`src/core/flash_defs.vh`:
```
// Constants for the serial flash command and status block.
// Assumes a 100 MHz system clock and an 8-bit SPI opcode stream.
`ifndef FLASH_DEFS_VH
`define FLASH_DEFS_VH
`define OP_WREN 8'h06
`define OP_VWREN 8'h50
`define OP_WRDI 8'h04
`define OP_RDSR_LO 8'h05
`define OP_RDSR_HI 8'h35
`define OP_WRSR_LO 8'h01
`define OP_WRSR_HI 8'h31
`define OP_READ 8'h03
`define OP_FREAD 8'h0b
`define OP_DREAD 8'h3b
`define SL_WR_MASK 8'hfc
`define SH_WR_MASK 8'h7f
`define SH_OTP_NV 8'h3c
`define SH_OTP_VOL 8'h3d
`define STATUS_LOW_RST 8'h00
`define STATUS_HIGH_RST 8'h00
`define CLK_MHZ 100
`define STATUS_WRITE_TIME_US 10000
`define FIFO_DEPTH 8
`define FIFO_AW 3
`endif

```
`src/core/serial_flash_cmd_status_read.v`:
```
// Serial flash instruction interpreter with status registers and reads.
// Assumes SPI pins arrive asynchronously and a memory answers on sys_clk.
//
// What this block does
// - Write-enable opcode sets the write latch.
// - Latch-gated instructions accepted only when latch set.
// - Opcode bits sampled on rising clock edges.
// - Volatile enable arms volatile path, latch untouched.
// - Write-disable clears latch and volatile arm.
// - Latch cleared at power-up and cycle end.
// - Two opcodes read either status byte MSB first.
// - Status reads accepted at any time, even busy.
// - Status byte repeats until chip select rises.
// - Status write changes only writable bits.
// - Lock bits sticky; volatile write cannot clear them.
// - Non-volatile status write needs latch set first.
// - Volatile status write leaves latch unchanged.
// - Status write discarded unless 8 bits, or 16 with low opcode.
// - Eight bits of low opcode update low only.
// - Non-volatile write runs timed busy cycle.
// - Volatile write applies at once, never busy.
// - Read latches 24-bit address, streams byte out.
// - Address increments after every byte.
// - Array read ignored while busy.
// - Fast read adds eight dummy clocks.
// - Dual read outputs two bits per clock.
// - All bytes shifted most significant bit first.
// - In dual read, line 1 carries odd bits, line 0 even; single reads use line 1 only.
`timescale 1ns/1ns
`include "flash_defs.vh"

// ------------------------------------------------------------
// Byte FIFO between the array fetch and the output shifter
// ------------------------------------------------------------
// Depth must be a power of two so the pointers wrap by themselves.
module byte_fifo #(
  parameter WIDTH = 8,
  parameter DEPTH = 8,
  parameter AW = 3
) (
  input wire clk,
  input wire rst,
  input wire flush,
  input wire in_valid,
  output wire in_ready,
  input wire [WIDTH-1:0] in_data,
  output wire out_valid,
  input wire out_ready,
  output wire [WIDTH-1:0] out_data
);
  localparam [AW:0] FULL = DEPTH[AW:0];
  reg [WIDTH-1:0] mem_r [0:DEPTH-1];
  reg [AW-1:0] wr_ptr_r;
  reg [AW-1:0] rd_ptr_r;
  reg [AW:0] cnt_r;
  wire push;
  wire pop;

  // Handshakes and honest full and empty flags.
  assign in_ready = (cnt_r != FULL);
  assign out_valid = (cnt_r != {(AW+1){1'b0}});
  assign out_data = mem_r[rd_ptr_r];
  assign push = in_valid & in_ready;
  assign pop = out_valid & out_ready;

  // Storage is written without reset; only the pointers matter.
  always @(posedge clk)
  begin
    if (push)
    begin
      mem_r[wr_ptr_r] <= in_data;
    end
  end

  // Pointers and fill count.
  always @(posedge clk)
  begin
    if (rst || flush)
    begin
      wr_ptr_r <= {AW{1'b0}};
      rd_ptr_r <= {AW{1'b0}};
      cnt_r <= {(AW+1){1'b0}};
    end
    else
    begin
      if (push)
      begin
        wr_ptr_r <= wr_ptr_r + 1'b1;
      end
      if (pop)
      begin
        rd_ptr_r <= rd_ptr_r + 1'b1;
      end
      if (push && !pop)
      begin
        cnt_r <= cnt_r + 1'b1;
      end
      else if (pop && !push)
      begin
        cnt_r <= cnt_r - 1'b1;
      end
    end
  end
endmodule

// ------------------------------------------------------------
// Instruction interpreter
// ------------------------------------------------------------
module serial_flash_cmd_status_read #(
  parameter [19:0] SWR_CYCLES = `STATUS_WRITE_TIME_US * `CLK_MHZ
) (
  input wire sys_clk,
  input wire sys_rst,
  input wire chip_select_n,
  input wire spi_clk,
  input wire io0_in,
  output reg io0_out,
  output reg io0_oe_n,
  output reg io1_out,
  output reg io1_oe_n,
  output reg mem_rd_r,
  output reg [23:0] mem_addr_r,
  input wire [7:0] mem_rdata,
  input wire mem_rvalid
);
  localparam [2:0] ST_CMD = 3'd0;
  localparam [2:0] ST_ADDR = 3'd1;
  localparam [2:0] ST_DUMMY = 3'd2;
  localparam [2:0] ST_OUT = 3'd3;
  localparam [2:0] ST_SWR = 3'd4;
  localparam [2:0] ST_IGN = 3'd5;
  localparam [2:0] ST_DONE = 3'd6;

  reg cs_s1_r, cs_s2_r, cs_d_r;
  reg ck_s1_r, ck_s2_r, ck_d_r;
  reg d0_s1_r, d0_s2_r;
  reg [2:0] st_r;
  reg [4:0] bcnt_r;
  reg [7:0] in_sr_r;
  reg [7:0] op_r;
  reg [23:0] addr_r;
  reg dual_r;
  reg arr_r;
  reg sel_hi_r;
  reg [2:0] obit_r;
  reg [7:0] out_sr_r;
  reg [7:0] swr_a_r;
  reg [7:0] swr_b_r;
  reg [7:0] stat_lo_r;
  reg [7:0] stat_hi_r;
  reg [7:0] nv_lo_r;
  reg [7:0] nv_hi_r;
  reg [7:0] pend_lo_r;
  reg [7:0] pend_hi_r;
  reg write_latch_r;
  reg vol_arm_r;
  reg busy_r;
  reg [19:0] swr_cnt_r;
  reg fetch_on_r;
  reg fetch_pend_r;
  reg [23:0] fetch_addr_r;

  wire ck_rise;
  wire ck_fall;
  wire cs_rise;
  wire [7:0] in_nxt;
  wire [7:0] stat_byte;
  wire [7:0] src;
  wire fifo_in_ready;
  wire fifo_out_valid;
  wire [7:0] fifo_q;
  wire fifo_pop;
  wire fifo_flush;
  wire swr_len_ok;
  wire [7:0] new_lo;
  wire [7:0] new_hi;

  // Keep the writable bits from new, hold the rest, and never let a
  // sticky bit fall back from one to zero.
  function [7:0] merge;
    input [7:0] old;
    input [7:0] nw;
    input [7:0] wmask;
    input [7:0] sticky;
    begin
      merge = (old & ~wmask) | (nw & wmask) | (old & sticky);
    end
  endfunction

  // Edge detection compares the second synchroniser stage with its delayed copy.
  assign ck_rise = ck_s2_r & ~ck_d_r & ~cs_s2_r;
  assign ck_fall = ~ck_s2_r & ck_d_r & ~cs_s2_r;
  assign cs_rise = cs_s2_r & ~cs_d_r;
  assign in_nxt = {in_sr_r[6:0], d0_s2_r};

  // Live status bytes; busy and latch are seen at every repeat.
  assign stat_byte = sel_hi_r ? {1'b0, stat_hi_r[6:0]} :
                     {stat_lo_r[7:2], write_latch_r, busy_r};
  assign fifo_pop = ck_fall & (st_r == ST_OUT) & arr_r &
                    (obit_r == 3'd0) & fifo_out_valid;
  assign src = (obit_r == 3'd0) ? (arr_r ? fifo_q : stat_byte) : out_sr_r;
  assign fifo_flush = cs_rise;

  // Status write length check and composed new values.
  assign swr_len_ok = ((op_r == `OP_WRSR_LO) &&
                       (bcnt_r == 5'd8 || bcnt_r == 5'd16)) ||
                      ((op_r == `OP_WRSR_HI) && bcnt_r == 5'd8);
  assign new_lo = (op_r == `OP_WRSR_LO) ? swr_a_r : stat_lo_r;
  assign new_hi = (op_r == `OP_WRSR_HI) ? swr_a_r :
                  (bcnt_r == 5'd16) ? swr_b_r : stat_hi_r;

  // The prefetch buffer lets array fetches run ahead of the link.
  byte_fifo #(
    .WIDTH(8),
    .DEPTH(`FIFO_DEPTH),
    .AW(`FIFO_AW)
  ) u_fifo (
    .clk(sys_clk),
    .rst(sys_rst),
    .flush(fifo_flush),
    .in_valid(mem_rvalid & fetch_on_r),
    .in_ready(fifo_in_ready),
    .in_data(mem_rdata),
    .out_valid(fifo_out_valid),
    .out_ready(fifo_pop),
    .out_data(fifo_q)
  );

  // ------------------------------------------------------------
  // Pin synchronisers
  // ------------------------------------------------------------
  // Chip select resets high so a frame never starts out of reset.
  always @(posedge sys_clk)
  begin
    if (sys_rst)
    begin
      cs_s1_r <= 1'b1;
      cs_s2_r <= 1'b1;
      cs_d_r <= 1'b1;
      ck_s1_r <= 1'b0;
      ck_s2_r <= 1'b0;
      ck_d_r <= 1'b0;
      d0_s1_r <= 1'b0;
      d0_s2_r <= 1'b0;
    end
    else
    begin
      cs_s1_r <= chip_select_n;
      cs_s2_r <= cs_s1_r;
      cs_d_r <= cs_s2_r;
      ck_s1_r <= spi_clk;
      ck_s2_r <= ck_s1_r;
      ck_d_r <= ck_s2_r;
      d0_s1_r <= io0_in;
      d0_s2_r <= d0_s1_r;
    end
  end

  // ------------------------------------------------------------
  // Array fetch engine
  // ------------------------------------------------------------
  // One request in flight at a time, so a free slot at issue is
  // still free when the answer lands.
  always @(posedge sys_clk)
  begin
    if (sys_rst)
    begin
      mem_rd_r <= 1'b0;
      mem_addr_r <= 24'h000000;
      fetch_pend_r <= 1'b0;
      fetch_addr_r <= 24'h000000;
    end
    else
    begin
      mem_rd_r <= 1'b0;
      if (mem_rvalid)
      begin
        fetch_pend_r <= 1'b0;
      end
      if (st_r == ST_ADDR && ck_rise && bcnt_r == 5'd23)
      begin
        fetch_addr_r <= {addr_r[22:0], d0_s2_r};
      end
      else if (fetch_on_r && !fetch_pend_r && !mem_rd_r &&
               fifo_in_ready && !cs_rise)
      begin
        mem_rd_r <= 1'b1;
        mem_addr_r <= fetch_addr_r;
        fetch_addr_r <= fetch_addr_r + 24'h000001;
        fetch_pend_r <= 1'b1;
      end
    end
  end

  // ------------------------------------------------------------
  // Instruction sequencer, status registers and output shifter
  // ------------------------------------------------------------
  always @(posedge sys_clk)
  begin
    if (sys_rst)
    begin
      st_r <= ST_CMD;
      bcnt_r <= 5'd0;
      in_sr_r <= 8'h00;
      op_r <= 8'h00;
      addr_r <= 24'h000000;
      dual_r <= 1'b0;
      arr_r <= 1'b0;
      sel_hi_r <= 1'b0;
      obit_r <= 3'd0;
      out_sr_r <= 8'h00;
      swr_a_r <= 8'h00;
      swr_b_r <= 8'h00;
      stat_lo_r <= `STATUS_LOW_RST;
      stat_hi_r <= `STATUS_HIGH_RST;
      nv_lo_r <= `STATUS_LOW_RST;
      nv_hi_r <= `STATUS_HIGH_RST;
      pend_lo_r <= 8'h00;
      pend_hi_r <= 8'h00;
      write_latch_r <= 1'b0;
      vol_arm_r <= 1'b0;
      busy_r <= 1'b0;
      swr_cnt_r <= 20'h00000;
      fetch_on_r <= 1'b0;
      io0_out <= 1'b0;
      io0_oe_n <= 1'b1;
      io1_out <= 1'b0;
      io1_oe_n <= 1'b1;
    end
    else
    begin
      // Self-timed non-volatile cycle; commits at its end.
      if (busy_r)
      begin
        swr_cnt_r <= swr_cnt_r + 20'h00001;
        if (swr_cnt_r == SWR_CYCLES - 20'h00001)
        begin
          busy_r <= 1'b0;
          write_latch_r <= 1'b0;
          nv_lo_r <= pend_lo_r;
          nv_hi_r <= pend_hi_r;
          stat_lo_r <= pend_lo_r;
          stat_hi_r <= pend_hi_r;
        end
      end
      if (cs_rise)
      begin
        // Frame end: execute the completed instruction, release pins.
        st_r <= ST_CMD;
        bcnt_r <= 5'd0;
        obit_r <= 3'd0;
        fetch_on_r <= 1'b0;
        io0_oe_n <= 1'b1;
        io1_oe_n <= 1'b1;
        if (st_r == ST_DONE)
        begin
          if (op_r == `OP_WREN)
          begin
            write_latch_r <= 1'b1;
          end
          else if (op_r == `OP_VWREN)
          begin
            vol_arm_r <= 1'b1;
          end
          else if (op_r == `OP_WRDI)
          begin
            write_latch_r <= 1'b0;
            vol_arm_r <= 1'b0;
          end
        end
        else if (st_r == ST_SWR)
        begin
          // An arm is used up by any status write attempt.
          vol_arm_r <= 1'b0;
          if (swr_len_ok && vol_arm_r)
          begin
            stat_lo_r <= merge(stat_lo_r, new_lo, `SL_WR_MASK,
                               8'h00);
            stat_hi_r <= merge(stat_hi_r, new_hi, `SH_WR_MASK,
                               `SH_OTP_VOL);
          end
          else if (swr_len_ok && write_latch_r)
          begin
            busy_r <= 1'b1;
            swr_cnt_r <= 20'h00000;
            pend_lo_r <= merge(nv_lo_r, new_lo, `SL_WR_MASK,
                               8'h00);
            pend_hi_r <= merge(nv_hi_r, new_hi, `SH_WR_MASK,
                               `SH_OTP_NV);
          end
        end
      end
      else if (ck_rise)
      begin
        case (st_r)
          ST_CMD:
          begin
            in_sr_r <= in_nxt;
            bcnt_r <= bcnt_r + 5'd1;
            if (bcnt_r == 5'd7)
            begin
              op_r <= in_nxt;
              bcnt_r <= 5'd0;
              dual_r <= (in_nxt == `OP_DREAD);
              sel_hi_r <= (in_nxt == `OP_RDSR_HI);
              arr_r <= 1'b0;
              if (in_nxt == `OP_RDSR_LO || in_nxt == `OP_RDSR_HI)
              begin
                st_r <= ST_OUT;
              end
              else if (busy_r)
              begin
                st_r <= ST_IGN;
              end
              else if (in_nxt == `OP_WREN || in_nxt == `OP_VWREN ||
                       in_nxt == `OP_WRDI)
              begin
                st_r <= ST_DONE;
              end
              else if (in_nxt == `OP_WRSR_LO || in_nxt == `OP_WRSR_HI)
              begin
                st_r <= ST_SWR;
              end
              else if (in_nxt == `OP_READ || in_nxt == `OP_FREAD ||
                       in_nxt == `OP_DREAD)
              begin
                st_r <= ST_ADDR;
              end
              else
              begin
                st_r <= ST_IGN;
              end
            end
          end
          ST_ADDR:
          begin
            addr_r <= {addr_r[22:0], d0_s2_r};
            bcnt_r <= bcnt_r + 5'd1;
            if (bcnt_r == 5'd23)
            begin
              bcnt_r <= 5'd0;
              arr_r <= 1'b1;
              fetch_on_r <= 1'b1;
              st_r <= (op_r == `OP_READ) ? ST_OUT : ST_DUMMY;
            end
          end
          ST_DUMMY:
          begin
            // Inputs during dummy clocks are not looked at.
            bcnt_r <= bcnt_r + 5'd1;
            if (bcnt_r == 5'd7)
            begin
              st_r <= ST_OUT;
            end
          end
          ST_SWR:
          begin
            in_sr_r <= in_nxt;
            if (bcnt_r != 5'd31)
            begin
              bcnt_r <= bcnt_r + 5'd1;
            end
            if (bcnt_r == 5'd7)
            begin
              swr_a_r <= in_nxt;
            end
            if (bcnt_r == 5'd15)
            begin
              swr_b_r <= in_nxt;
            end
          end
          ST_DONE:
          begin
            // Extra clocks after a one-byte opcode void it.
            st_r <= ST_IGN;
          end
          default:
          begin
            st_r <= st_r;
          end
        endcase
      end
      else if (ck_fall && st_r == ST_OUT)
      begin
        // A new byte is taken at each byte boundary; status bytes
        // repeat for as long as the clock runs.
        io1_oe_n <= 1'b0;
        io0_oe_n <= ~dual_r;
        io1_out <= src[7];
        if (dual_r)
        begin
          io0_out <= src[6];
          out_sr_r <= {src[5:0], 2'b00};
          obit_r <= obit_r + 3'd2;
        end
        else
        begin
          out_sr_r <= {src[6:0], 1'b0};
          obit_r <= obit_r + 3'd1;
        end
      end
    end
  end
endmodule

```
`config.mk`:
```
export PLATFORM = sky130hd
export DESIGN_NAME = serial_flash_cmd_status_read
export DESIGN_NICKNAME = d
export VERILOG_FILES = /design/src/core/serial_flash_cmd_status_read.v
export VERILOG_INCLUDE_DIRS = /design/src /design/src/core
export SDC_FILE = /design/constraint.sdc
export NUM_CORES = 1
export LEC_CHECK = 0
export ABC_CLOCK_PERIOD_IN_PS = 5900
export BUFFER_PORTS_ARGS = -buffer_cell sky130_fd_sc_hd__buf_4
export CAP_MARGIN = 10
export CORE_MARGIN = 2
export CORE_UTILIZATION = 60
export DETAILED_ROUTE_END_ITERATION = 10
export GPL_ROUTABILITY_DRIVEN = 0
export PLACE_DENSITY = 0.74
export SYNTH_ARGS = -nofsm -noshare
export SYNTH_HDL_FRONTEND = slang
export SYNTH_SLANG_ARGS = --single-unit
```
`constraint.sdc`:
```
create_clock -name sys_clk -period 5.9 [get_ports sys_clk]
set_input_delay 0.59 -clock sys_clk [delete_from_list [all_inputs] [get_ports sys_clk]]
set_output_delay 0.59 -clock sys_clk [all_outputs]
set_load 0.03 [all_outputs]
```
Word-level counts from Yosys, hierarchy flattened
Memory sizes are Yosys's and may differ from the RTL's. A register that Yosys moved wholly into a read port is not among the register bits.
Cells that the tools add are included.
{ "word_totals": {"memories": 1, "ramBits": 64, "latch_bits": 0, "register_bits": 213, "mem_bits_ro": 0} }
{ "mem_list": {"columns": ["memory", "depth", "width", "read_ports", "rd_clocked_by_memory_dff", "wr", "line_no", "rtl"], "rows": [
  ["u_fifo.mem_r", 8, 8, 1, 1, 1, "serial_flash_cmd_status_read.v:52", "reg [WIDTH-1:0] mem_r [0:DEPTH-1];"]
]} }
{ "op_classes": {"order_cmp": 0, "bitwise_logic": 28, "add_sub_neg": 9, "mul": 0, "shifts": 0, "eq_ne": 35, "n_div": 0, "n_mux": 74, "reduce_logical": 55} }
{ "ops": {"columns": ["operator", "n"], "rows": [
  ["8-bit two-way mux", 17],
  ["20-bit two-way mux", 6],
  ["24-bit two-way mux", 2],
  ["8-bit by 3-bit == test with 1-bit output (second input constant)", 5],
  ["3-bit two-way mux", 11],
  ["8-bit by 6-bit == test with 1-bit output (second input constant)", 4],
  ["1-bit two-way mux", 28],
  ["24-bit by 1-bit adder with 24-bit output (second input constant)", 1],
  ["20-bit by 1-bit adder with 20-bit output (second input constant)", 1],
  ["20-bit == test (second input constant)", 1],
  ["5-bit case mux with 4 select lines", 1],
  ["4-bit AND reduction", 5],
  ["8-bit by 1-bit == test with 1-bit output (second input constant)", 2],
  ["8-bit by 2-bit == test with 1-bit output (second input constant)", 2],
  ["8-bit by 7-bit == test with 1-bit output (second input constant)", 2],
  ["2-bit by 8-bit OR with 8-bit output", 2],
  ["8-bit by 6-bit OR with 8-bit output", 2],
  ["8-bit by 7-bit OR with 8-bit output", 2],
  ["5-bit two-way mux", 3],
  ["3-bit AND reduction", 5],
  ["5-bit AND reduction", 3],
  ["7-bit two-way mux", 2],
  ["1-bit logical AND", 13],
  ["1-bit AND", 12],
  ["28 further kinds", 69]
]} }

Depth between registers and ports, before layout
Gate-level depths: netlist (run 1).
{ "depth": {"word_depth": 11, "depth_mapped": 14, "mapped_depth_nobuf": 13} }

By module
Synthesis (run 1) repeated with hierarchy kept, for this count alone.
{ "hier_totals": {"cells_unflattened": 1160, "area_unflattened_um2": 11860.1} }
{ "by_module_without_submodules": {"columns": ["module", "cells_each", "seq_area_each_um2", "area_per_inst_um2", "instances"], "rows": [
  ["serial_flash_cmd_status_read", 992, 3803.6, 8734.6, 1],
  ["byte_fifo", 168, 2182.1, 3125.5, 1]
]} }

Worst setup path before layout (run 1)
OpenSTA, ideal clock, no wires.
{ "synth_timing": {"path_type": "register to register", "from": "register st_r[0]", "to": "register u_fifo.cnt_r[3]", "arrival_ps": 2701, "path_stages_with_launch": 13, "required_time_ps": 5830, "path_slack_ps": 3128, "path_cell_list": "dfxtp_1 > nor3b_1 > and3_1 > clkbuf_1 > nand3_1 > ha_1 > inv_1 > ha_1 > a21o_1 > a21oi_1 > xnor2_1 > or3_1 > a21oi_1"} }
{ "synth_via": {"elab_chain_len": 9, "elab_cells_between_ends": 11, "classes_between": "eq/ne (1); mux (1); bitwise (5); reduce/logical (4)"} }
{ "synth_rtl": {"columns": ["element", "line_no", "rtl"], "rows": [
  ["start, declared", "serial_flash_cmd_status_read.v:137", "reg [2:0] st_r;"],
  ["start signal, assigned", "serial_flash_cmd_status_read.v:444", "st_r <= (op_r == `OP_READ) ? ST_OUT : ST_DUMMY;"],
  ["start signal, assigned", "serial_flash_cmd_status_read.v:479", "st_r <= st_r;"],
  ["3-bit by 2-bit == test with 1-bit output (*)", "serial_flash_cmd_status_read.v:199", "assign fifo_pop = ck_fall & (st_r == ST_OUT) & arr_r &"],
  ["1-bit AND (*) (3 in series)", "serial_flash_cmd_status_read.v:199", null],
  ["1-bit AND (*)", "serial_flash_cmd_status_read.v:200", "(obit_r == 3'd0) & fifo_out_valid;"],
  ["1-bit AND (*)", "serial_flash_cmd_status_read.v:64", "assign pop = out_valid & out_ready;"],
  ["1-bit logical NOT", "serial_flash_cmd_status_read.v:94", "if (push && !pop)"],
  ["1-bit logical AND", "serial_flash_cmd_status_read.v:94", null],
  ["4-bit two-way mux / 2-bit nonzero test (equally long branches)", null, null],
  ["end signal, assigned", "serial_flash_cmd_status_read.v:82", "cnt_r <= {(AW+1){1'b0}};"],
  ["end signal, assigned", "serial_flash_cmd_status_read.v:96", "cnt_r <= cnt_r + 1'b1;"],
  ["end signal, assigned", "serial_flash_cmd_status_read.v:100", "cnt_r <= cnt_r - 1'b1;"],
  ["end, declared", "serial_flash_cmd_status_read.v:55", "reg [AW:0] cnt_r;"]
]} }
Every way passes the cells marked *; elsewhere a longest branch is shown, timed or not.
A chain may end at the register's enable or synchronous reset.

Final worst setup path (run 1)
Ends and elaborated chain as after synthesis.

==> results.md, run 1 <==
| Quantity | Reported | Unit |
| --- | --- | --- |
| Run status | finished, final reports clean | - |
| Type of destination of the critical path | flip-flop | - |
| CP Launch Type | flip-flop | - |
| CTS buffer count | 28 | - |
| Cell area after layout | 13100 | um^2 |
| Synthesized instance count | 1165 | - |
| Peak supply drop | 0.317 | mV |
| Combinational family with the most area after synthesis | simple AND/OR/NAND/NOR gates | - |
| Post CTS Setup Buffer Count | 0 | - |
| Min-delay worst type | input port to flip-flop | - |
| Simple-gate share of the synthesized area | 19.2 | % |
| Total wire length | 24700 | um |
| Number of buffers added to fix hold violations after cts | 0 | - |
| Max stage delay cell, worst path | sky130_fd_sc_hd__dfxtp_1 | - |
| Final-report max-slew violation count | 0 | - |
| Root Buffer Master | sky130_fd_sc_hd__clkbuf_16 | - |
| Final standard cell utilization of the core | 67.9 | % |
| Highest-count cells in the layout ignoring fill and taps | 203 x sky130_fd_sc_hd__dfxtp_1, 166 x sky130_fd_sc_hd__nor2_1, 103 x sky130_fd_sc_hd__nand2_1 | - |
| Smallest hold slack | 241 | ps |
| Cell variety after synth | 70 | - |
| Worst r2r dst | u_fifo.cnt_r[3] | - |
| Residual antenna-violating net count after detailed routing | 0 | - |
| Setup TNS | 0 | ps |
| Final Non-Filler Cells | 1460 | - |
| Setup repair after global routing missed its margin | false | - |
| Leftover overflow at the end of global routing | 0 | - |
| Overall via count from detail_route | 8442 | - |
| Routed wirelength normalized by instance count | 16.9 | um |
| Largest clock skew in the final design | 10.8 | ps |
| Adder-cell share of the synthesized area | 1.55 | % |
| Critical path peak fanout | 15 | - |
| Overall power | 3.77 | mW |
| Total Die Area | 20700 | um^2 |
| Compound-cell area share of the yosys netlist | 8.67 | % |
| Pre-CTS setup slack | 2660 | ps |
| Chip Width | 144 | um |
| Clock Path Buffers | 3 | - |
| Post-synthesis instance area | 11800 | um^2 |
| Gr usage total | 24.4 | % |
| Highest achievable clock rate | 301 | MHz |
| Proportion of layout cells with a drive suffix above 1 | 12.5 | % |
| Leakage power total | 4.69 | nW |
| # nets final | 1201 | - |
| Clock latency on the worst-skew pair | 540 | ps |
| Pre-Repair DR Iteration Count | 6 | - |
| Synthesized Nets | 1193 | - |
| Setup-violating endpoint count in the final report | 0 | - |
| Maximum number of pins on one net before global-route repair | 96 | - |
| Number of input and output port buffers inserted | 42 | - |
| Total core area | 19300 | um^2 |
| Fraction of registers with async set or reset after synthesis | 0 | % |
| Max-slew headroom at the worst pin | 35.7 | % |
| Worst endpoint data arrival time | 3770 | ps |
| Req. time, crit path | 6350 | ps |
| Htree depth | 1 | - |
| Number of flops mapped to enable cells by yosys | 64 | - |
| XOR/XNOR Fraction of Synth Area | 3.72 | % |
| Number of hold-slack violations in the final timing report | 0 | - |
| Layout overhead on the synthesized area | 11.6 | % |
| Top Ports | 43 | - |
| Commonest non-fill, non-tap cell in the layout | sky130_fd_sc_hd__dfxtp_1 | - |
| Antenna fix cells | 0 | - |
| Minimum setup slack among reg-to-reg paths | 2580 | ps |
| CTS tree | done | - |
| Die span in y | 144 | um |
| Final worst-path cycle share | 56.3 | % |
| Worst stage delay on the critical path | 590 | ps |
| Filler Cell Count | 1516 | - |
| Initial core utilization | 60.8 | % |
| Register clock-pin slew on the reported worst setup and hold paths | 60 | ps |
| Actual transition at the worst max-transition pin | 957 | ps |
| Residual DRC count | 0 | - |
| Startpoint of the most critical register-to-register path | st_r[0] | - |
| Floorplan row count | 51 | - |
| End point of the most critical hold path | cs_s1_r | - |
| Type of the worst setup path | flip-flop to flip-flop | - |
| Max-cap violations | 0 | - |
| Launch point of the worst hold path | chip_select_n | - |
| Antenna violations before repair | 0 | - |
| Cells resized by post-CTS repair | 0 | - |
| Setup slack of the critical path after layout | 2580 | ps |
| Global-route wire length before repair | 40800 | um |
| Cell area reported after detailed placement | 12100 | um^2 |
| Synthesized flop and latch total | 267 | - |
| Via density | 5.78 | - |
| Dominant register cell in the synthesized netlist | sky130_fd_sc_hd__dfxtp_1 | - |
| Number of violations reported at the end of detailed-routing iteration 0 | 473 | - |
| FF-to-FF path depth | 11 | - |
| Number of global-route vias before repair | 8010 | - |
| Power per cell area | 287 | nW/um^2 |
| Post-synthesis average cell area | 10.1 | um^2 |
| Mux cell area share after synthesis | 12.4 | % |
| Total half-perimeter wirelength after legalization and detailed placement | 16100 | um |
| Min Tclk post-route | 3320 | ps |
| Hold-critical path depth | 2 | - |
| Placed Cells | 1408 | - |
| Fraction of the yosys area taken by sequential cells | 50.9 | % |
| Yosys warns | 0 | - |
| Ordered list of cells on the worst path | nor3b_1, and3_1, nand3_1, ha_1, inv_1, ha_1, a21o_1, a21oi_1, xnor2_1, or3_1, a21oi_1 | - |
| Total number of clock tree sinks | 267 | - |
## kinds of logic (layout without fill, tap and decap cells)
kind of cell,Yosys count,in the layout
AO/OA/AOI/OAI,155,155
XOR/XNOR,50,50
adder cells (fa/ha/maj),14,14
buffers and inverters,95,125
flip-flops,267,267
multiplexers,130,130
AND/OR/NAND/NOR,454,454
## registers in the layout, summed over array words and instances (netlist names), 7 cells and up, named ones only
signal and flops:
addr_r 23, fetch_addr_r 24, in_sr_r 7, mem_addr_r 24, op_r 8, out_sr_r 7, pend_hi_r 7, stat_hi_r 7
swr_a_r 8, swr_b_r 7, swr_cnt_r 20, u_fifo.mem_r 64
## cell usage after synthesis (5+ instances only)
cell                          n  area (um^2)
sky130_fd_sc_hd__dfxtp_1    203         4060
sky130_fd_sc_hd__nor2_1     166          623
sky130_fd_sc_hd__nand2_1    103          387
sky130_fd_sc_hd__mux2i_1     98          981
sky130_fd_sc_hd__edfxtp_1    64         1920
sky130_fd_sc_hd__a21oi_1     57          285
sky130_fd_sc_hd__clkbuf_1    42          158
sky130_fd_sc_hd__a211oi_1    32          240
sky130_fd_sc_hd__xnor2_1     28          245
sky130_fd_sc_hd__nand3_1     26          130
sky130_fd_sc_hd__inv_1       22         82.6
sky130_fd_sc_hd__mux2_2      22          248
sky130_fd_sc_hd__nor3_1      22          110
sky130_fd_sc_hd__xor2_1      22          193
sky130_fd_sc_hd__buf_2       21          105
sky130_fd_sc_hd__nand4_1     19          119
sky130_fd_sc_hd__nor4_1      17          106
sky130_fd_sc_hd__ha_1        13          163
sky130_fd_sc_hd__nand2b_1    12         75.1
sky130_fd_sc_hd__o21ai_0     12         60.1
sky130_fd_sc_hd__nor2b_1     11         68.8
sky130_fd_sc_hd__mux4_2      10          225
sky130_fd_sc_hd__or2_2        9         56.3
sky130_fd_sc_hd__or3_1        9         56.3
sky130_fd_sc_hd__and3_1       8         50.1
sky130_fd_sc_hd__nor3b_1      8         60.1
sky130_fd_sc_hd__a22oi_1      7         52.6
sky130_fd_sc_hd__a311oi_1     6         52.6
sky130_fd_sc_hd__and4_1       6         52.6
sky130_fd_sc_hd__o31ai_1      6         45.0
sky130_fd_sc_hd__a31oi_1      5         31.3
sky130_fd_sc_hd__and2_1       5         31.3
sky130_fd_sc_hd__o2bb2ai_1    5         43.8
## metal layers
metal / global-route usage, % / vias up / routed length, um
met5: 0 / - / 0
met4: 6.19 / 0 / 397
met3: 3.28 / 31 / 955
met2: 40.1 / 139 / 11800
met1: 34.4 / 4098 / 11600
li1: - / 4174 / -
## worst max-delay path, delay by kind of cell (launching register included)
kind	cells	cell delay [ps]
adder cells (fa/ha/maj)	2	500
XOR/XNOR	1	90
flip-flops	1	590
AND/OR/NAND/NOR	4	1450
AO/OA/AOI/OAI	3	490
buffers and inverters	1	120
## area by class of cell
type / count / area, um^2 / area share [%]
Clock inverter: 13 / 190 / 1.45
Clock buffer: 39 / 793 / 6.04
Sequential cell: 267 / 5990 / 45.6
Multi-Input combinational cell: 803 / 5360 / 40.9
Tap cell: 265 / 332 / 2.53
Inverter: 22 / 82.6 / 0.629
Timing Repair Buffer: 51 / 383 / 2.92
## power breakdown
part | switching, mW | internal (mW) | leakage (nW)
logic | 0.0326 | 0.0111 | 1.99
clock network | 0.698 | 1.15 | 0.487
registers | 0.00233 | 1.87 | 2.21
total | 0.733 | 3.04 | 4.69
## how the worst max path moves through the flow
| stage | start | end | slack (ps) |
|---|---|---|---|
| floorplan | st_r[0] | u_fifo.cnt_r[3] | 3130 |
| global placement | st_r[0] | u_fifo.cnt_r[3] | 2740 |
| detailed placement | st_r[0] | u_fifo.cnt_r[3] | 2660 |
| CTS | st_r[0] | u_fifo.cnt_r[3] | 2610 |
| global route | st_r[0] | u_fifo.cnt_r[3] | 2290 |
| finish | st_r[0] | u_fifo.cnt_r[3] | 2580 |
Power figures use the tool's default switching activity.
==> inputs of run 2 (changes only) <==
--- a/config.mk
+++ b/config.mk
@@ -6,14 +6,15 @@
 export SDC_FILE = /design/constraint.sdc
 export NUM_CORES = 1
 export LEC_CHECK = 0
-export ABC_CLOCK_PERIOD_IN_PS = 5900
+export ABC_AREA = 1
+export ABC_CLOCK_PERIOD_IN_PS = 3250
 export BUFFER_PORTS_ARGS = -buffer_cell sky130_fd_sc_hd__buf_4
 export CAP_MARGIN = 10
 export CORE_MARGIN = 2
 export CORE_UTILIZATION = 60
 export DETAILED_ROUTE_END_ITERATION = 10
 export GPL_ROUTABILITY_DRIVEN = 0
-export PLACE_DENSITY = 0.74
+export PLACE_DENSITY = 0.73
 export SYNTH_ARGS = -nofsm -noshare
 export SYNTH_HDL_FRONTEND = slang
 export SYNTH_SLANG_ARGS = --single-unit
==> constraint.sdc (replaced) <==
create_clock -name sys_clk -period 3.25 [get_ports sys_clk]
set_input_delay 0.325 -clock sys_clk [delete_from_list [all_inputs] [get_ports sys_clk]]
set_output_delay 0.325 -clock sys_clk [all_outputs]
set_load 0.03 [all_outputs]
==> run 2 against run 1 <==
  * Cell area is 4.0% higher
  * Fmax is 13% higher
  * Sequential share of layout area is 1.7 points lower
  * Clock power is 70% higher
  * Register-to-register slack worse by 2300 ps
  * Wire length is 14% higher
  * Global-route usage is 1.6 points higher
  * Critical path depth is 5 higher
  * Count of clock-buffer cells in the layout is 9 higher
  * Power is 77% higher
  * First-iteration DRC count is 18% higher
  * Synthesized cell count is 37% higher
  * Largest cell class unchanged
  * Highest routed layer unchanged
==> results.md, run 2 <==
| Quantity | Reported | Unit | vs previous |
| --- | --- | --- | --- |
| Run status | finished, final reports clean | - | unchanged |
| Largest clock skew in the final design | 7.55 | ps | was 10.8 ps |
| Compound-cell area share of the yosys netlist | 11.7 | % | was 8.67% |
| Synthesized instance count | 1594 | - | was 1165 |
| Reg power frac | 51.1 | % | was 49.7% |
| Leftover overflow at the end of global routing | 0 | - | unchanged |
| Residual antenna-violating net count after detailed routing | 0 | - | unchanged |
| Simple-gate share of the synthesized area | 27.6 | % | was 19.2% |
| FF-to-FF path depth | 16 | - | was 11 |
| Post-synthesis instance area | 12300 | um^2 | was 11800 um^2 |
| Min Tclk post-route | 2950 | ps | was 3320 ps |
| Met3 Resource Use GR | 2.64 | % | was 3.28% |
| Internal Pwr Total | 5.29 | mW | was 3.04 mW |
| Launch point of the worst hold path | io0_in | - | was chip_select_n |
| Worst endpoint data arrival time | 3380 | ps | was 3770 ps |
| Layout overhead on the synthesized area | 11.0 | % | was 11.6% |
| # nets final | 1649 | - | was 1201 |
| Post-synthesis average cell area | 7.71 | um^2 | was 10.1 um^2 |
| Largest register FFs | 64 | - | unchanged |
| Req. time, crit path | 3680 | ps | was 6350 ps |
| Synth top area share | 33.1 | % | was 34.5% |
| Switching power | 1.37 | mW | was 0.733 mW |
| Setup slack of the critical path after layout | 304 | ps | was 2580 ps |
| Die span in y | 147 | um | was 144 um |
| Pre-CTS setup slack | 250 | ps | was 2660 ps |
| Clock Path Buffers | 3 | - | unchanged |
| Top cells by area in the synthesized netlist | sky130_fd_sc_hd__dfxtp_1 33%, sky130_fd_sc_hd__edfxtp_1 16%, sky130_fd_sc_hd__nand2_1 11% | - | was sky130_fd_sc_hd__dfxtp_1 35%, sky130_fd_sc_hd__edfxtp_1 16%, sky130_fd_sc_hd__mux2i_1 8.3% |
| Total wire length | 28100 | um | was 24700 um |
| Total number of clock tree sinks | 267 | - | unchanged |
| Commonest cells in the netlist | 353 x sky130_fd_sc_hd__nand2_1, 203 x sky130_fd_sc_hd__dfxtp_1, 202 x sky130_fd_sc_hd__nor2_1 | - | was 203 x sky130_fd_sc_hd__dfxtp_1, 166 x sky130_fd_sc_hd__nor2_1, 103 x sky130_fd_sc_hd__nand2_1 |
| Dominant register cell in the synthesized netlist | sky130_fd_sc_hd__dfxtp_1 | - | unchanged |
| Clock share of power | 47.3 | % | was 49.1% |
| Total half-perimeter wirelength after legalization and detailed placement | 18700 | um | was 16100 um |
| Fraction of the yosys area taken by sequential cells | 48.7 | % | was 50.9% |
| Top-count cell post-synth | sky130_fd_sc_hd__nand2_1 | - | was sky130_fd_sc_hd__dfxtp_1 |
| Initial core utilization | 60.9 | % | was 60.8% |
| GR Util met1 | 35.7 | % | was 34.4% |
| Proportion of layout cells with a drive suffix above 1 | 9.91 | % | was 12.5% |
| Worst r2r dst | u_fifo.cnt_r[3] | - | unchanged |
| Htree depth | 1 | - | unchanged |
| Final worst-path cycle share | 90.7 | % | was 56.3% |
| Registers with the most flip-flops | u_fifo.mem_r: 64 flops, fetch_addr_r: 24 flops, mem_addr_r: 24 flops | - | unchanged |
| XOR/XNOR Fraction of Synth Area | 1.85 | % | was 3.72% |
| Combinational family with the most area after synthesis | simple AND/OR/NAND/NOR gates | - | unchanged |
| Leakage power total | 5.83 | nW | was 4.69 nW |
| Minimum setup slack among reg-to-reg paths | 300 | ps | was 2580 ps |
| Fraction of registers with async set or reset after synthesis | 0 | % | unchanged |
| Setup TNS | 0 | ps | unchanged |
| Logic pwr share | 1.5 | % | was 1.2% |
| Type of destination of the critical path | flip-flop | - | unchanged |
| Adder-cell share of the synthesized area | 1.49 | % | was 1.55% |
| Synthesized Nets | 1622 | - | was 1193 |
| Synthesized flop and latch total | 267 | - | unchanged |
| Min-delay worst type | input port to flip-flop | - | unchanged |
| Gr usage total | 26.0 | % | was 24.4% |
| Number of violations reported at the end of detailed-routing iteration 0 | 559 | - | was 473 |
| Global-route wire length before repair | 46800 | um | was 40800 um |
| Peak supply drop | 0.447 | mV | was 0.317 mV |
| Setup-violating endpoint count in the final report | 0 | - | unchanged |
| Number of input and output port buffers inserted | 42 | - | unchanged |
| Highest achievable clock rate | 339 | MHz | was 301 MHz |
| Actual transition at the worst max-transition pin | 1020 | ps | was 957 ps |
| Root Buffer Master | sky130_fd_sc_hd__clkbuf_16 | - | unchanged |
| Pre-Repair DR Iteration Count | 5 | - | was 6 |
| Routed wirelength normalized by instance count | 14.7 | um | was 16.9 um |
| CTS tree | done | - | unchanged |
| Switching share of power | 20.6 | % | was 19.4% |
| Final-report max-slew violation count | 0 | - | unchanged |
| Floorplan row count | 52 | - | was 51 |
| Register bank with the most flops | u_fifo.mem_r | - | unchanged |
| Overall via count from detail_route | 10300 | - | was 8442 |
| CTS buffer count | 29 | - | was 28 |
| Yosys warns | 0 | - | unchanged |
| Startpoint of the most critical register-to-register path | obit_r[1] | - | was st_r[0] |
| Type of the worst setup path | flip-flop to flip-flop | - | unchanged |
| Highest-count cells in the layout ignoring fill and taps | 353 x sky130_fd_sc_hd__nand2_1, 203 x sky130_fd_sc_hd__dfxtp_1, 202 x sky130_fd_sc_hd__nor2_1 | - | was 203 x sky130_fd_sc_hd__dfxtp_1, 166 x sky130_fd_sc_hd__nor2_1, 103 x sky130_fd_sc_hd__nand2_1 |
| End point of the most critical hold path | d0_s1_r | - | was cs_s1_r |
| Total Die Area | 21600 | um^2 | was 20700 um^2 |
| Met2 global-route usage | 44.0 | % | was 40.1% |
| Mux cell area share after synthesis | 0 | % | was 12.4% |
| Gr busiest metal | met2 | - | unchanged |
| Top Ports | 43 | - | unchanged |
| Commonest non-fill, non-tap cell in the layout | sky130_fd_sc_hd__nand2_1 | - | was sky130_fd_sc_hd__dfxtp_1 |
| Hold-critical path depth | 3 | - | was 2 |
| Number of flops mapped to enable cells by yosys | 64 | - | unchanged |
| Antenna fix cells | 0 | - | unchanged |
| Number of global-route vias before repair | 9708 | - | was 8010 |
| Critical path peak fanout | 9 | - | was 15 |
| Clock latency on the worst-skew pair | 540 | ps | about the same |
| Maximum number of pins on one net before global-route repair | 64 | - | was 96 |
| Max-slew headroom at the worst pin | 31.9 | % | was 35.7% |
| Largest area contributor in the netlist | sky130_fd_sc_hd__dfxtp_1 | - | unchanged |
| Register clock-pin slew on the reported worst setup and hold paths | 60 | ps | about the same |
| CP Launch Type | flip-flop | - | unchanged |
| Number of hold-slack violations in the final timing report | 0 | - | unchanged |
| Via density | 5.38 | - | was 5.78 |
| Total core area | 20200 | um^2 | was 19300 um^2 |
| Setup repair after global routing missed its margin | false | - | unchanged |
| Power per cell area | 488 | nW/um^2 | was 287 nW/um^2 |
| Residual DRC count | 0 | - | unchanged |
| Chip Width | 147 | um | was 144 um |
| Filler Cell Count | 1764 | - | was 1516 |
| Max-cap violations | 0 | - | unchanged |
| Antenna violations before repair | 0 | - | unchanged |
| Cell variety after synth | 59 | - | was 70 |
run 2: cell types whose count changed after synthesis, moves of 34 or more:
cell and delta:
sky130_fd_sc_hd__nand2_1 +250, sky130_fd_sc_hd__o21ai_0 +125, sky130_fd_sc_hd__inv_1 +150, sky130_fd_sc_hd__nor2_1 +36, sky130_fd_sc_hd__a21oi_1 +34, sky130_fd_sc_hd__nand3_1 +94, sky130_fd_sc_hd__mux2i_1 -98
run 2: how the worst max path moves through the flow:
stage | start | endpoint | slack (ps)
2_1_floorplan | obit_r[1] | u_fifo.cnt_r[3] | 770
3_3_place_gp | obit_r[0] | u_fifo.cnt_r[3] | 510
3_5_place_dp | obit_r[1] | u_fifo.cnt_r[3] | 250
4_1_cts | obit_r[1] | u_fifo.cnt_r[3] | 230
5_1_grt | obit_r[1] | u_fifo.cnt_r[3] | 30
6_report | obit_r[1] | u_fifo.cnt_r[3] | 300
run 2: power groups by stage:
stage | Sequential (mW) | Combinational (mW) | Clock, mW
floorplan | 3.48 | 0.0580 | 0
global placement | 3.48 | 0.0994 | 0
detailed placement | 3.48 | 0.100 | 0
CTS | 3.40 | 0.103 | 3.20
global route | 3.40 | 0.114 | 3.33
finish | 3.41 | 0.103 | 3.15
run 2: cells by family (layout without fill, tap and decap cells):
| kind of cell | count (synthesis) | count (layout) |
|---|---|---|
| AO/OA/AOI/OAI | 265 | 265 |
| XOR/XNOR | 26 | 26 |
| adder cells (fa/ha/maj) | 14 | 14 |
| buffers and inverters | 251 | 301 |
| flip-flops | 267 | 267 |
| AND/OR/NAND/NOR | 771 | 771 |
run 2: layout make-up:
cell class / count / area [um^2] / share of cell area [%]
clock inverter: 6 / 36.3 / 0.266
sequential: 267 / 5990 / 43.8
timing repair buffer: 58 / 440 / 3.23
multi-input combinational: 1076 / 5240 / 38.4
inverter: 189 / 721 / 5.28
clock buffer: 48 / 890 / 6.52
tap: 270 / 338 / 2.47
run 2: repair_timing:
item	CTS	global route
hold endpoints to repair	2	0
buffers inserted	0	0
hold buffers	2	0
gates resized for setup	0	1
setup endpoints to repair	0	1
run 2: worst max-delay path, cell delays in order, from the launching register on:
cell and delay (ps):
sky130_fd_sc_hd__dfxtp_1 310, sky130_fd_sc_hd__inv_1 100, sky130_fd_sc_hd__ha_1 170, sky130_fd_sc_hd__nand2_1 190, sky130_fd_sc_hd__inv_2 180, sky130_fd_sc_hd__nand2_1 120
sky130_fd_sc_hd__nor3_4 300, sky130_fd_sc_hd__inv_1 90, sky130_fd_sc_hd__ha_1 220, sky130_fd_sc_hd__inv_1 130, sky130_fd_sc_hd__ha_1 250, sky130_fd_sc_hd__a21oi_1 140
sky130_fd_sc_hd__nor2_1 70, sky130_fd_sc_hd__o21ai_0 190, sky130_fd_sc_hd__nand3_1 140, sky130_fd_sc_hd__o21ai_0 180, sky130_fd_sc_hd__a21oi_1 50
run 2: per-stage QoR:
step	hold slack [ps]	cell area [um^2]	cells	util, %	total power [mW]
2_1_floorplan	388	12300	1594	-	3.53
4_1_cts	2.20	13700	1914	67.7	6.71
6_report	11.8	13700	1914	67.7	6.66
3_5_place_dp	405	12700	1858	63.0	3.58
5_1_grt	5.78	13700	1914	67.7	6.85
3_3_place_gp	401	12700	1858	63.0	3.58
run 2: routing by layer:
| metal | vias to the layer above | routed length [um] |
|---|---|---|
| met5 | - | 0 |
| met4 | 0 | 664 |
| met3 | 54 | 1310 |
| met2 | 235 | 13200 |
| met1 | 4764 | 12900 |
| li1 | 5246 | - |
